$ cat src/core/bio_defines.vh
// Purpose: Shared constants for the binary I/O function controller
// Assumes: 20 MHz system clock
// Notes: Offsets are word indices of 32-bit registers
`ifndef BIO_DEFINES_VH
`define BIO_DEFINES_VH
`define BIO_CLK_HZ 20000000
`define BIO_HOLD_MS 5000
`define BIO_DEB_MS 60
`define BIO_CLEAN_S 60
`define BIO_MS_CYC (`BIO_CLK_HZ / 1000)
`define BIO_PSTEP_MS 10
// Register offsets (word indices, byte address divided by four)
`define BIO_REG_OUTCFG 4'h0
`define BIO_REG_LIMIT 4'h1
`define BIO_REG_HYST 4'h2
`define BIO_REG_ADV 4'h3
`define BIO_REG_BATCH 4'h4
`define BIO_REG_CLEAN 4'h5
`define BIO_REG_STATUS 4'h6
`define BIO_REG_HELD 4'h7
`define BIO_REG_TIMEADV 4'h8
// Output function codes
`define BIO_FN_OFF 3'h0
`define BIO_FN_DIR 3'h1
`define BIO_FN_FAIL 3'h2
`define BIO_FN_LIMIT 3'h3
`define BIO_FN_CLEAN 3'h4
`define BIO_FN_RUN 3'h5
`define BIO_FN_STOPP 3'h6
// Input function codes
`define BIO_IN_OFF 3'h0
`define BIO_IN_START 3'h1
`define BIO_IN_HOLD 3'h2
`define BIO_IN_STOP 3'h3
`define BIO_IN_RESET 3'h4
`define BIO_IN_CLEAN 3'h5
// Cleaning modes
`define BIO_CM_OFF 2'h0
`define BIO_CM_SHOT 2'h1
`define BIO_CM_PWR 2'h2
`define BIO_CM_INT 2'h3
// Limit compare modes
`define BIO_LM_OVER 2'h0
`define BIO_LM_UNDER 2'h1
`define BIO_LM_ABS_OVER 2'h2
`define BIO_LM_ABS_UNDER 2'h3
`endif

$ cat src/core/bio_ctrl.v
// Purpose: Binary output functions, debounced binary input, cleaning timer
// Assumes: Avalon-MM slave, 32-bit data, one clock, flow as signed word
// Notes: Batch volume counting lives in software; hardware tracks phase
//
// What this block does
// - Direction mode asserts output while reported flow is negative.
// - Failure mode asserts output at least five seconds per error.
// - Failure longer than hold keeps output on for whole error.
// - Limit mode asserts when flow passes limit above or below.
// - Limit releases only after flow returns inside by hysteresis.
// - Four limit comparison modes, each with selectable polarity.
// - Cleaning mode output active exactly while cleaning runs.
// - Batch running mode output active during running phase.
// - Batch outputs support advance by time or by volume remaining.
// - Batch stop pulse mode emits one pulse at end or advance.
// - Input change accepted only after level holds 60 ms.
// - Input in start mode starts or resumes the batch.
// - Input in hold mode suspends batch keeping counted volume.
// - Input in stop mode ends batch at once, reloads preset.
// - Input in reset mode clears chosen totalizers and work time.
// - Input in clean mode starts cleaning if module fitted.
// - A cleaning cycle lasts one minute with measurement frozen.
// - During cleaning the flow captured before start is reported.
// - Single-shot cleaning runs one cycle; mode returns off as it starts.
// - Power-up cleaning starts one cycle after each power-on.
// - Interval cleaning every 1 to 255 whole hours.
// - Interval timer starts on entry; optional real-time hour align.
// - Stop pulse length 10 ms to 2550 ms in 10 ms steps.
// - With both advances set, whichever is reached first acts.
`include "bio_defines.vh"
module bio_ctrl #(
    parameter integer MS_CYC = `BIO_MS_CYC,
    parameter integer MS_PER_HOUR = 3600000
)(
    input wire clk,
    input wire rst_n,
    input wire [5:0] avs_address,
    input wire avs_read,
    input wire avs_write,
    input wire [31:0] avs_writedata,
    input wire [3:0] avs_byteenable,
    output reg [31:0] avs_readdata,
    output reg avs_waitrequest,
    input wire signed [31:0] flow_rate,
    input wire flow_valid,
    input wire error_active,
    input wire [31:0] batch_remain,
    input wire batch_done,
    input wire clean_fitted,
    input wire [4:0] rtc_hour,
    input wire rtc_hour_tick,
    input wire bin_in,
    output reg [3:0] bin_out,
    output reg signed [31:0] flow_report,
    output reg [1:0] batch_phase,
    output reg batch_reload,
    output reg totals_clear,
    output reg [3:0] totals_sel,
    output reg clean_drive
);
    localparam [1:0] PH_STOP = 2'h0;
    localparam [1:0] PH_HOLD = 2'h1;
    localparam [1:0] PH_RUN = 2'h2;
    localparam [1:0] PH_FIN = 2'h3;
    localparam [31:0] HOLD_MS = `BIO_HOLD_MS;
    localparam [31:0] DEB_MS = `BIO_DEB_MS;
    localparam [31:0] CLEAN_MS = `BIO_CLEAN_S * 1000;

    // Absolute value of a signed flow word
    function [31:0] abs32;
        input signed [31:0] v;
        begin
            abs32 = v[31] ? (~v + 32'h1) : v;
        end
    endfunction

    reg [31:0] outcfg_q;   // Per output: [3:0] fn+pol, [5:4] limit mode
    reg [31:0] limit_q;
    reg [31:0] hyst_q;
    reg [31:0] adv_q;      // Volume advance
    reg [31:0] tadv_q;     // Time advance in ms
    reg [31:0] batch_q;    // [2:0] input fn, [7:4] totals sel, [15:8] pulse
    reg [31:0] clean_q;    // [1:0] mode, [15:8] hours, [20:16] hour, [24] align
    reg signed [31:0] held_q;
    reg [15:0] ms_div_q;
    reg ms_tick_q;
    reg [12:0] fail_ms_q;
    reg [3:0] lim_q;
    reg [3:0] pulse_on_q;
    reg [11:0] pulse_ms_q [0:3];
    reg adv_hit_q;
    reg [6:0] deb_ms_q;
    reg deb_lvl_q;
    reg deb_rise_q;
    reg [15:0] clean_ms_q;
    reg cleaning_q;
    reg pwr_pending_q;
    reg [31:0] hr_ms_q;
    reg [7:0] hours_q;
    reg int_due_q;
    reg clean_req_q;
    wire [31:0] aflow = abs32(flow_rate);
    wire fail_on = error_active || (fail_ms_q != 13'h0);
    wire [31:0] tleft;
    wire adv_now;
    integer i;

    // Remaining time estimate: remaining volume per unit flow, whole ms
    assign tleft = (aflow == 32'h0) ? 32'hFFFFFFFF : batch_remain / aflow;
    // Either advance triggers, whichever is reached first
    assign adv_now = (adv_q != 32'h0 && batch_remain <= adv_q) ||
                     (tadv_q != 32'h0 && tleft <= tadv_q);

    // Bus slave: one wait cycle, then the answer
    always @(posedge clk)
    begin
        if (!rst_n)
        begin
            avs_waitrequest <= 1'b1;
            avs_readdata <= 32'h0;
        end
        else
        begin
            avs_waitrequest <= !((avs_read || avs_write) && avs_waitrequest);
            if (avs_read && avs_waitrequest)
            begin
                case (avs_address[5:2])
                    `BIO_REG_OUTCFG: avs_readdata <= outcfg_q;
                    `BIO_REG_LIMIT: avs_readdata <= limit_q;
                    `BIO_REG_HYST: avs_readdata <= hyst_q;
                    `BIO_REG_ADV: avs_readdata <= adv_q;
                    `BIO_REG_BATCH: avs_readdata <= batch_q;
                    `BIO_REG_CLEAN: avs_readdata <= clean_q;
                    `BIO_REG_STATUS: avs_readdata <= {20'h0, cleaning_q,
                        deb_lvl_q, batch_phase, bin_out, lim_q};
                    `BIO_REG_HELD: avs_readdata <= held_q;
                    `BIO_REG_TIMEADV: avs_readdata <= tadv_q;
                    default: avs_readdata <= 32'h0;
                endcase
            end
        end
    end

    // Configuration writes, byte lanes honoured
    always @(posedge clk)
    begin
        if (!rst_n)
        begin
            outcfg_q <= 32'h0;
            limit_q <= 32'h0;
            hyst_q <= 32'h0;
            adv_q <= 32'h0;
            tadv_q <= 32'h0;
            batch_q <= 32'h00000100;
            clean_q <= 32'h00000100;
            hours_q <= 8'h0;
        end
        else
        begin
            if (avs_write && !avs_waitrequest)
            begin
                for (i = 0; i < 4; i = i + 1)
                begin
                    if (avs_byteenable[i])
                    begin
                        case (avs_address[5:2])
                            `BIO_REG_OUTCFG: outcfg_q[i*8+:8] <=
                                avs_writedata[i*8+:8];
                            `BIO_REG_LIMIT: limit_q[i*8+:8] <=
                                avs_writedata[i*8+:8];
                            `BIO_REG_HYST: hyst_q[i*8+:8] <=
                                avs_writedata[i*8+:8];
                            `BIO_REG_ADV: adv_q[i*8+:8] <=
                                avs_writedata[i*8+:8];
                            `BIO_REG_BATCH: batch_q[i*8+:8] <=
                                avs_writedata[i*8+:8];
                            `BIO_REG_CLEAN: clean_q[i*8+:8] <=
                                avs_writedata[i*8+:8];
                            `BIO_REG_TIMEADV: tadv_q[i*8+:8] <=
                                avs_writedata[i*8+:8];
                            default: ;
                        endcase
                    end
                end
                // Entering the interval restarts the hour count
                if (avs_address[5:2] == `BIO_REG_CLEAN)
                    hours_q <= 8'h0;
            end
            else if (cleaning_q && clean_q[1:0] == `BIO_CM_SHOT)
                clean_q[1:0] <= `BIO_CM_OFF;
            else if (ms_tick_q && hr_ms_q == MS_PER_HOUR - 1)
                hours_q <= (hours_q >= clean_q[15:8] - 8'h1) ? 8'h0
                    : hours_q + 8'h1;
        end
    end

    // Millisecond tick and hour counter
    always @(posedge clk)
    begin
        if (!rst_n)
        begin
            ms_div_q <= 16'h0;
            ms_tick_q <= 1'b0;
            hr_ms_q <= 32'h0;
        end
        else
        begin
            ms_tick_q <= (ms_div_q == MS_CYC - 1);
            ms_div_q <= (ms_div_q == MS_CYC - 1) ? 16'h0 : ms_div_q + 16'h1;
            if (avs_write && !avs_waitrequest &&
                avs_address[5:2] == `BIO_REG_CLEAN)
                hr_ms_q <= 32'h0;
            else if (ms_tick_q)
                hr_ms_q <= (hr_ms_q == MS_PER_HOUR - 1) ? 32'h0
                    : hr_ms_q + 32'h1;
        end
    end

    // Input debounce: level must hold 60 ms
    always @(posedge clk)
    begin
        if (!rst_n)
        begin
            deb_ms_q <= 7'h0;
            deb_lvl_q <= 1'b0;
            deb_rise_q <= 1'b0;
        end
        else
        begin
            deb_rise_q <= 1'b0;
            if (bin_in == deb_lvl_q)
                deb_ms_q <= 7'h0;
            else if (ms_tick_q)
            begin
                if (deb_ms_q == DEB_MS[6:0] - 7'h1)
                begin
                    deb_lvl_q <= bin_in;
                    deb_rise_q <= bin_in;
                    deb_ms_q <= 7'h0;
                end
                else
                    deb_ms_q <= deb_ms_q + 7'h1;
            end
        end
    end

    // Batch phase and input actions
    always @(posedge clk)
    begin
        if (!rst_n)
        begin
            batch_phase <= PH_STOP;
            batch_reload <= 1'b0;
            totals_clear <= 1'b0;
            totals_sel <= 4'h0;
            adv_hit_q <= 1'b0;
        end
        else
        begin
            batch_reload <= 1'b0;
            totals_clear <= 1'b0;
            totals_sel <= batch_q[7:4];
            if (deb_rise_q && batch_q[2:0] == `BIO_IN_STOP)
            begin
                batch_phase <= PH_STOP;
                batch_reload <= 1'b1;
            end
            else if (deb_rise_q && batch_q[2:0] == `BIO_IN_HOLD &&
                     batch_phase == PH_RUN)
                batch_phase <= PH_HOLD;
            else if (deb_rise_q && batch_q[2:0] == `BIO_IN_START &&
                     batch_phase != PH_RUN)
            begin
                if (batch_phase != PH_HOLD)
                    batch_reload <= 1'b1;
                batch_phase <= PH_RUN;
                adv_hit_q <= 1'b0;
            end
            else
            begin
                case (batch_phase)
                    PH_RUN:
                    begin
                        if (batch_done)
                            batch_phase <= PH_STOP;
                        else if (adv_now)
                            batch_phase <= PH_FIN;
                        if (adv_now || batch_done)
                            adv_hit_q <= 1'b1;
                    end
                    PH_FIN:
                        if (batch_done)
                            batch_phase <= PH_STOP;
                    default: ;
                endcase
            end
            if (deb_rise_q && batch_q[2:0] == `BIO_IN_RESET)
                totals_clear <= 1'b1;
        end
    end

    // Cleaning scheduler and one-minute cycle
    always @(posedge clk)
    begin
        if (!rst_n)
        begin
            cleaning_q <= 1'b0;
            clean_ms_q <= 16'h0;
            clean_drive <= 1'b0;
            pwr_pending_q <= 1'b1;
            int_due_q <= 1'b0;
            clean_req_q <= 1'b0;
            held_q <= 32'h0;
            flow_report <= 32'h0;
        end
        else
        begin
            int_due_q <= clean_q[1:0] == `BIO_CM_INT && (clean_q[24] ?
                (rtc_hour_tick && rtc_hour == clean_q[20:16] &&
                 hours_q == 8'h0) :
                (ms_tick_q && hr_ms_q == MS_PER_HOUR - 1 &&
                 hours_q >= clean_q[15:8] - 8'h1));
            clean_req_q <= (deb_rise_q && batch_q[2:0] == `BIO_IN_CLEAN) ||
                (clean_q[1:0] == `BIO_CM_SHOT) || int_due_q ||
                (pwr_pending_q && clean_q[1:0] == `BIO_CM_PWR);
            if (clean_q[1:0] == `BIO_CM_PWR && cleaning_q)
                pwr_pending_q <= 1'b0;
            if (!cleaning_q && clean_req_q && clean_fitted)
            begin
                cleaning_q <= 1'b1;
                clean_ms_q <= 16'h0;
                held_q <= flow_report;
            end
            else if (cleaning_q && ms_tick_q)
            begin
                if (clean_ms_q == CLEAN_MS[15:0] - 16'h1)
                    cleaning_q <= 1'b0;
                clean_ms_q <= clean_ms_q + 16'h1;
            end
            clean_drive <= cleaning_q;
            // Measurement frozen while cleaning
            if (!cleaning_q && flow_valid)
                flow_report <= flow_rate;
            else if (cleaning_q)
                flow_report <= held_q;
        end
    end

    // Failure hold, limit hysteresis, pulses and output drive
    always @(posedge clk)
    begin
        if (!rst_n)
        begin
            fail_ms_q <= 13'h0;
            lim_q <= 4'h0;
            pulse_on_q <= 4'h0;
            bin_out <= 4'h0;
            for (i = 0; i < 4; i = i + 1)
                pulse_ms_q[i] <= 12'h0;
        end
        else
        begin
            if (error_active)
                fail_ms_q <= HOLD_MS[12:0];
            else if (ms_tick_q && fail_ms_q != 13'h0)
                fail_ms_q <= fail_ms_q - 13'h1;
            for (i = 0; i < 4; i = i + 1)
            begin
                case (outcfg_q[i*8+4+:2])
                    `BIO_LM_OVER: lim_q[i] <= lim_q[i] ?
                        (flow_rate > $signed(limit_q - hyst_q)) :
                        (flow_rate > $signed(limit_q));
                    `BIO_LM_UNDER: lim_q[i] <= lim_q[i] ?
                        (flow_rate < $signed(limit_q + hyst_q)) :
                        (flow_rate < $signed(limit_q));
                    `BIO_LM_ABS_OVER: lim_q[i] <= lim_q[i] ?
                        (aflow > limit_q - hyst_q) : (aflow > limit_q);
                    default: lim_q[i] <= lim_q[i] ?
                        (aflow < limit_q + hyst_q) : (aflow < limit_q);
                endcase
                // Stop pulse: length in 10 ms steps
                if (outcfg_q[i*8+:3] == `BIO_FN_STOPP &&
                    batch_phase == PH_RUN && (adv_now || batch_done) &&
                    !adv_hit_q)
                begin
                    pulse_on_q[i] <= 1'b1;
                    pulse_ms_q[i] <= {batch_q[15:8], 4'h0} -
                        {4'h0, batch_q[15:8]} * 12'h6;
                end
                else if (ms_tick_q && pulse_on_q[i])
                begin
                    if (pulse_ms_q[i] <= 12'h1)
                        pulse_on_q[i] <= 1'b0;
                    pulse_ms_q[i] <= pulse_ms_q[i] - 12'h1;
                end
                case (outcfg_q[i*8+:3])
                    `BIO_FN_DIR: bin_out[i] <= flow_report[31] ^
                        outcfg_q[i*8+3];
                    `BIO_FN_FAIL: bin_out[i] <= fail_on ^ outcfg_q[i*8+3];
                    `BIO_FN_LIMIT: bin_out[i] <= lim_q[i] ^ outcfg_q[i*8+3];
                    `BIO_FN_CLEAN: bin_out[i] <= cleaning_q ^
                        outcfg_q[i*8+3];
                    `BIO_FN_RUN: bin_out[i] <= (batch_phase == PH_RUN &&
                        !adv_now) ^ outcfg_q[i*8+3];
                    `BIO_FN_STOPP: bin_out[i] <= pulse_on_q[i] ^
                        outcfg_q[i*8+3];
                    default: bin_out[i] <= outcfg_q[i*8+3];
                endcase
            end
        end
    end
endmodule // bio_ctrl

$ cat config.mk
export PLATFORM = sky130hd
export DESIGN_NAME = bio_ctrl
export DESIGN_NICKNAME = d
export VERILOG_FILES = /design/src/core/bio_ctrl.v
export VERILOG_INCLUDE_DIRS = /design/src /design/src/core
export SDC_FILE = /design/constraint.sdc
export NUM_CORES = 2
export LEC_CHECK = 0
export ABC_CLOCK_PERIOD_IN_PS = 311700
export CAP_MARGIN = 15
export CORE_MARGIN = 2
export CORE_UTILIZATION = 50
export DETAILED_ROUTE_END_ITERATION = 6
export DONT_BUFFER_PORTS = 1
export PLACE_DENSITY_LB_ADDON = 0.3
export SLEW_MARGIN = 40
export SYNTH_ARGS = -nofsm -noshare
export SYNTH_HDL_FRONTEND = slang
export SYNTH_SLANG_ARGS = --single-unit
$ cat constraint.sdc
create_clock -name clk -period 311.7 [get_ports clk]
set_input_delay 46.755 -clock clk [delete_from_list [all_inputs] [get_ports clk]]
set_output_delay 46.755 -clock clk [all_outputs]
set_load 0.005 [all_outputs]
---- Word level (Yosys, flattened, before mapping) ----
Memories as Yosys holds them, arrays and structs flattened.
Index checks and enable logic that the tools add are counted.
storage, ports and cells
  RAM bits ................................ 48
  memories kept ........................... 1
  bits of input ports ..................... 121
  flip-flop bits (word level) ............. 442
  output and inout port bits .............. 78
  logic and storage cells ................. 436
cells by class
  order comparisons ....................... 15
  reductions and logical operators ........ 130
  divide/modulo/power cells ............... 1
  equality and inequality tests ........... 65
  multiplexer cells ....................... 109
  add/subtract/negate cells ............... 15
  bitwise gates (word level) .............. 39
  multipliers ............................. 1
memories
  memory      words  bits a word  rd ports  clocked after Yosys merged registers in  write ports  RTL line       source
  pulse_ms_q  4      12           4         0                                        4            bio_ctrl.v:90  reg [11:0] pulse_ms_q [0:3];
operators by type and width
  operator                                                         count
  one-hot mux 32 bit (9 select lines)                              1
  2-to-1 mux 32 bit                                                5
  > comparator 32 bit                                              4
  < comparator 32 bit                                              4
  AND reduction 3 bit                                              33
  2-to-1 mux 12 bit                                                8
  2-to-1 mux 1 bit                                                 70
  adder 32 x 1 -> 32 bit, second input constant                    2
  less-or-equal comparator 32 bit                                  2
  nonzero test 32 bit                                              2
  less-or-equal comparator 12 x 1 -> 1 bit, second input constant  4
  subtractor 12 x 1 -> 12 bit, second input constant               4
  logical AND 1 bit                                                43
  == test 3 bit, second input constant                             14
  2-to-1 mux 8 bit                                                 5
  adder 16 x 1 -> 16 bit, second input constant                    2
  adder 32 bit                                                     1
  divider 32 x 32 -> 32 bit                                        1
  == test 32 x 22 -> 1 bit, second input constant                  1
  logical NOT 32 bit                                               1
  NOT 32 bit                                                       1
  nonzero test 2 bit                                               16
  subtractor 32 bit                                                1
  == test 3 x 2 -> 1 bit, second input constant                    10
  other kinds (47)                                                 140

---- Logic depth before layout (Yosys ltp) ----
  depth after elaboration ................. 16
  depth in mapped cells ................... 423

---- Least setup slack after synthesis ----
OpenSTA, ideal clock, no wires.
  path kind ............................... in2reg
  from .................................... input flow_rate[0]
  to ...................................... memory pulse_ms_q[2][10], data pin
  arrival ................................. 130.084 ns
  setup time .............................. 0.168 ns
  data required time ...................... 311.532 ns
  path slack .............................. 181.448 ns
  cell stages on the path ................. 391
  path through ............................ inv_1 > ha_1 > nor3b_1 > nand4_1 > o21ai_0 > xor2_1 > o211ai_1 > nor4_4 > nand2_1 > nor2_1 > nand3_1 > mux2_2 > ha_1 > o21a_1 > nor2_1 > nor3_1 > nand2_1 > mux2_2 > [355 not listed] > o21a_1 > o21a_1 > o21a_1 > o21a_1 > o21a_1 > o21a_1 > o21ai_0 > a21oi_1 > o21ai_0 > a21oi_1 > o22ai_1 > o211ai_1 > or3_1 > clkbuf_1 > nand4_1 > clkbuf_1 > nor2_1 > a211oi_1
RTL lines
  what         RTL line       source
  from (decl)  bio_ctrl.v:44  input wire signed [31:0] flow_rate,
  to (decl)    bio_ctrl.v:90

==> results.sh <==
export IMPL_finalClockSkew_ns=0.0238
export IMPL_vias_per_cell=6.40
export IMPL_io_pins=199
export IMPL_path_clk_slew_ns=0.06
export IMPL_ff2ff_setup_slack_ns=304.51
export IMPL_min_from="pwr_pending_q$_SDFFE_PN1P_"
export IMPL_initial_core_util_pct=50.2
export IMPL_synth_edf_count=48
export IMPL_overflow=0
export IMPL_htree_levels=2
export IMPL_yosys_area_top_type="ha_1"
export IMPL_worstPathMaxFanout=40
export IMPL_num_vias=60300
export IMPL_cp_slowest_cell="nor3_2"
export IMPL_wl_met1_um=92800
export IMPL_fin_setup_tns_ns=0
export IMPL_wl_per_cell_um=23.7
export IMPL_synth_top_area_share_pct=18.5
export IMPL_grt_use_total_pct=35.2
export IMPL_cp_common_cell="ha_1"
export IMPL_cts_resized=0
export IMPL_yosys_cell_count_top_type="nor2_1"
export IMPL_portBuffers=0
export IMPL_max_freq_ghz=0.00675
export IMPL_met3_length_um=22200
export IMPL_grt_pass1_wl_um=337000
export IMPL_setup_viol=0
export IMPL_drtAntennaViolNets=0
export IMPL_nets=8773
export IMPL_maxUsedRoutingLayer="met5"
export IMPL_p_per_area_nw_per_um2=4.01
export IMPL_cts_setup_buffers=0
export IMPL_multiInputGateArea_um2=47600
export IMPL_fp_coreArea_um2=119000
export IMPL_cts_root_buf="clkbuf_16"
export IMPL_slew_limit_headroom_pct=35.8
export IMPL_hold_path_depth=2
export IMPL_fillers=11400
export IMPL_grt_pass1_vias=56600
export IMPL_total_power_uw=255
export IMPL_status="finished clean"
export IMPL_power_leakage_uw=0.0261
export IMPL_worst_pin_slew_ns=0.958
export IMPL_cpPeakStageDelay_ns=0.82
export IMPL_peakVddDrop_mv=0.00499
export IMPL_hold_violations=0
export IMPL_place_area_um2=62000
export IMPL_synth_seq_cells=490
export IMPL_syn_area_um2=59900
export IMPL_min_to="pwr_pending_q$_SDFFE_PN1P_"
export IMPL_arrival_ns=148.30
export IMPL_dieArea_um2=123000
export IMPL_wl_met2_um=95800
export IMPL_final_cells=9414
export IMPL_syn_num_nets=8923
export IMPL_drt_pass1_iter_count=7
export IMPL_die_h_um=350
export IMPL_die_width_um=350
export IMPL_end_kind="flop"
export IMPL_fin_crit_ns=148.04
export IMPL_rows=127
export IMPL_grt_max_degree=190
export IMPL_rsz0062_at_grt="false"
export IMPL_synth_area_leaders="ha_1 18%, dfxtp_1 15%, nor2_1 6.5%"
export IMPL_place_congestion=1.01
export IMPL_r2r_end="lim_q[3]$_SDFF_PN0_"
export IMPL_synthTopCellsByCount="1032 x nor2_1, 885 x ha_1, 622 x a21oi_1"
export IMPL_period_share_pct=47.5
export IMPL_ys_async_sr_fraction_pct=0
export IMPL_r2r_start="hyst_q[0]$_SDFFE_PN0P_"
export IMPL_cap_violations=0
export IMPL_insertion_delay_ns=0.62
export IMPL_dp_hpwl_um=175000
export IMPL_holdWs_ns=0.449
export IMPL_synthFlopType="dfxtp_1"
export IMPL_critical_path_class="input port to flop"
export IMPL_regArea_um2=10300
export IMPL_report_final_slew_viol_count=0
export IMPL_antenna_found_initial=13
export IMPL_cts_sinks=490
export IMPL_wirelength_um=223000
export IMPL_ff2ff_path_depth=29
export IMPL_cts_tree="done"
export IMPL_drive_gt1_share_pct=6.17
export IMPL_min_path_type="flop to flop"
export IMPL_synth_distinct_cells=116
export IMPL_worstPathRequired_ns=311.95
export IMPL_seq_area_frac_synth_pct=17.2
export IMPL_postCtsHoldBufs=0
export IMPL_netlist_instances=7914
export IMPL_dp_cells=9325
export IMPL_drc_errors=0
export IMPL_avgSynthCellArea_um2=7.57
export IMPL_cts_inserted_buffers=46
export IMPL_start_kind="input port"
export IMPL_drtIter0Drc=5830
export IMPL_yosys_warnings=0
export IMPL_cts_buffer_depth=3
export IMPL_syn_to_final_growth_pct=6.15
export IMPL_fin_area_um2=63600
layout make-up:
cell class | count | area share, %
flip-flops and latches | 490 | 16.2
well taps | 1612 | 3.17
diodes | 3 | 0.0118
multi-input cells | 6758 | 74.8
clock buffers | 55 | 1.96
inverters | 365 | 2.17
clock inverters | 28 | 0.403
repair buffers | 103 | 1.31
cells in the final DEF (no fill, tap or decap), drive strengths merged, types with 236 or more instances in the layout:
cell type and n:
a21oi 626, dfxtp 442, ha 885, inv 371, mux2i 251, nand2 618
nor2 1034, o21ai 364, xnor2 308, xor2 236
routing by layer:
metal | vias to the layer above | global-route usage, %
li1 | 28600 | -
met1 | 28300 | 46.2
met2 | 2750 | 55.2
met3 | 568 | 6.42
met4 | 12 | 17.6
met5 | - | 0
power breakdown:
group	internal (µW)	leakage (µW)	switching, µW
combinational	55.3	0.0213	76.5
clock	30.7	0.000745	27.2
sequential	64.3	0.00406	1.09
worst max path at each step:
| stage | from | endpoint | cells past startpoint |
|---|---|---|---|
| 2_1_floorplan | flow_rate[0] | pulse_ms_q[2][10]$_SDFFCE_PN0P_ | 391 |
| 3_3_place_gp | flow_rate[0] | pulse_ms_q[2][0]$_SDFFCE_PN0P_ | 377 |
| 3_5_place_dp | flow_rate[0] | pulse_ms_q[1][0]$_SDFFCE_PN0P_ | 377 |
| 4_1_cts | flow_rate[0] | pulse_ms_q[2][0]$_SDFFCE_PN0P_ | 377 |
| 5_1_grt | flow_rate[0] | pulse_ms_q[1][8]$_SDFFCE_PN0P_ | 378 |
| 6_report | flow_rate[0] | pulse_ms_q[2][0]$_SDFFCE_PN0P_ | 378 |
metrics by stage:
step	setup slack, ns	util, %
5_1_grt	157.91	53.3
4_1_cts	165.80	53.2
6_report	163.66	53.3
3_3_place_gp	166.28	51.8
2_1_floorplan	181.45	-
3_5_place_dp	165.62	51.9
critical path: cells and delay by family:
kind                       cells  cell delay [ns]
AOI/OAI and AO/OA            210            55.96
buffers and inverters         28             6.51
adders and majority gates     33             9.93
muxes                          4             1.65
and+or+nand+nor              103            27.13
sequential cells by signal, summed over array words and instances, names as in the netlist, 7 cells and up:
register	cells
adv_q	32
avs_readdata	32
batch_q	32
clean_ms_q	16
clean_q	32
deb_ms_q	7
fail_ms_q	13
flow_report	32
held_q	32
hours_q	8
hr_ms_q	32
hyst_q	32
limit_q	32
ms_div_q	16
outcfg_q	32
pulse_ms_q	48
tadv_q	32
cells by family (layout without fill, tap and decap cells):
kind of cell    after synthesis  count (layout)  share of synthesized area (%)
other cells                   0               3                              0
flops                       490             490                           17.2
fa+ha+maj                   888             888                           18.6
compound gates             2126            2126                           23.5
xor+xnor                    544             544                           7.96
buf+inv                     666             551                           4.26
simple gates               2871            2871                           22.7
mux                         329             329                           5.83
Power figures use the tool's default switching activity.
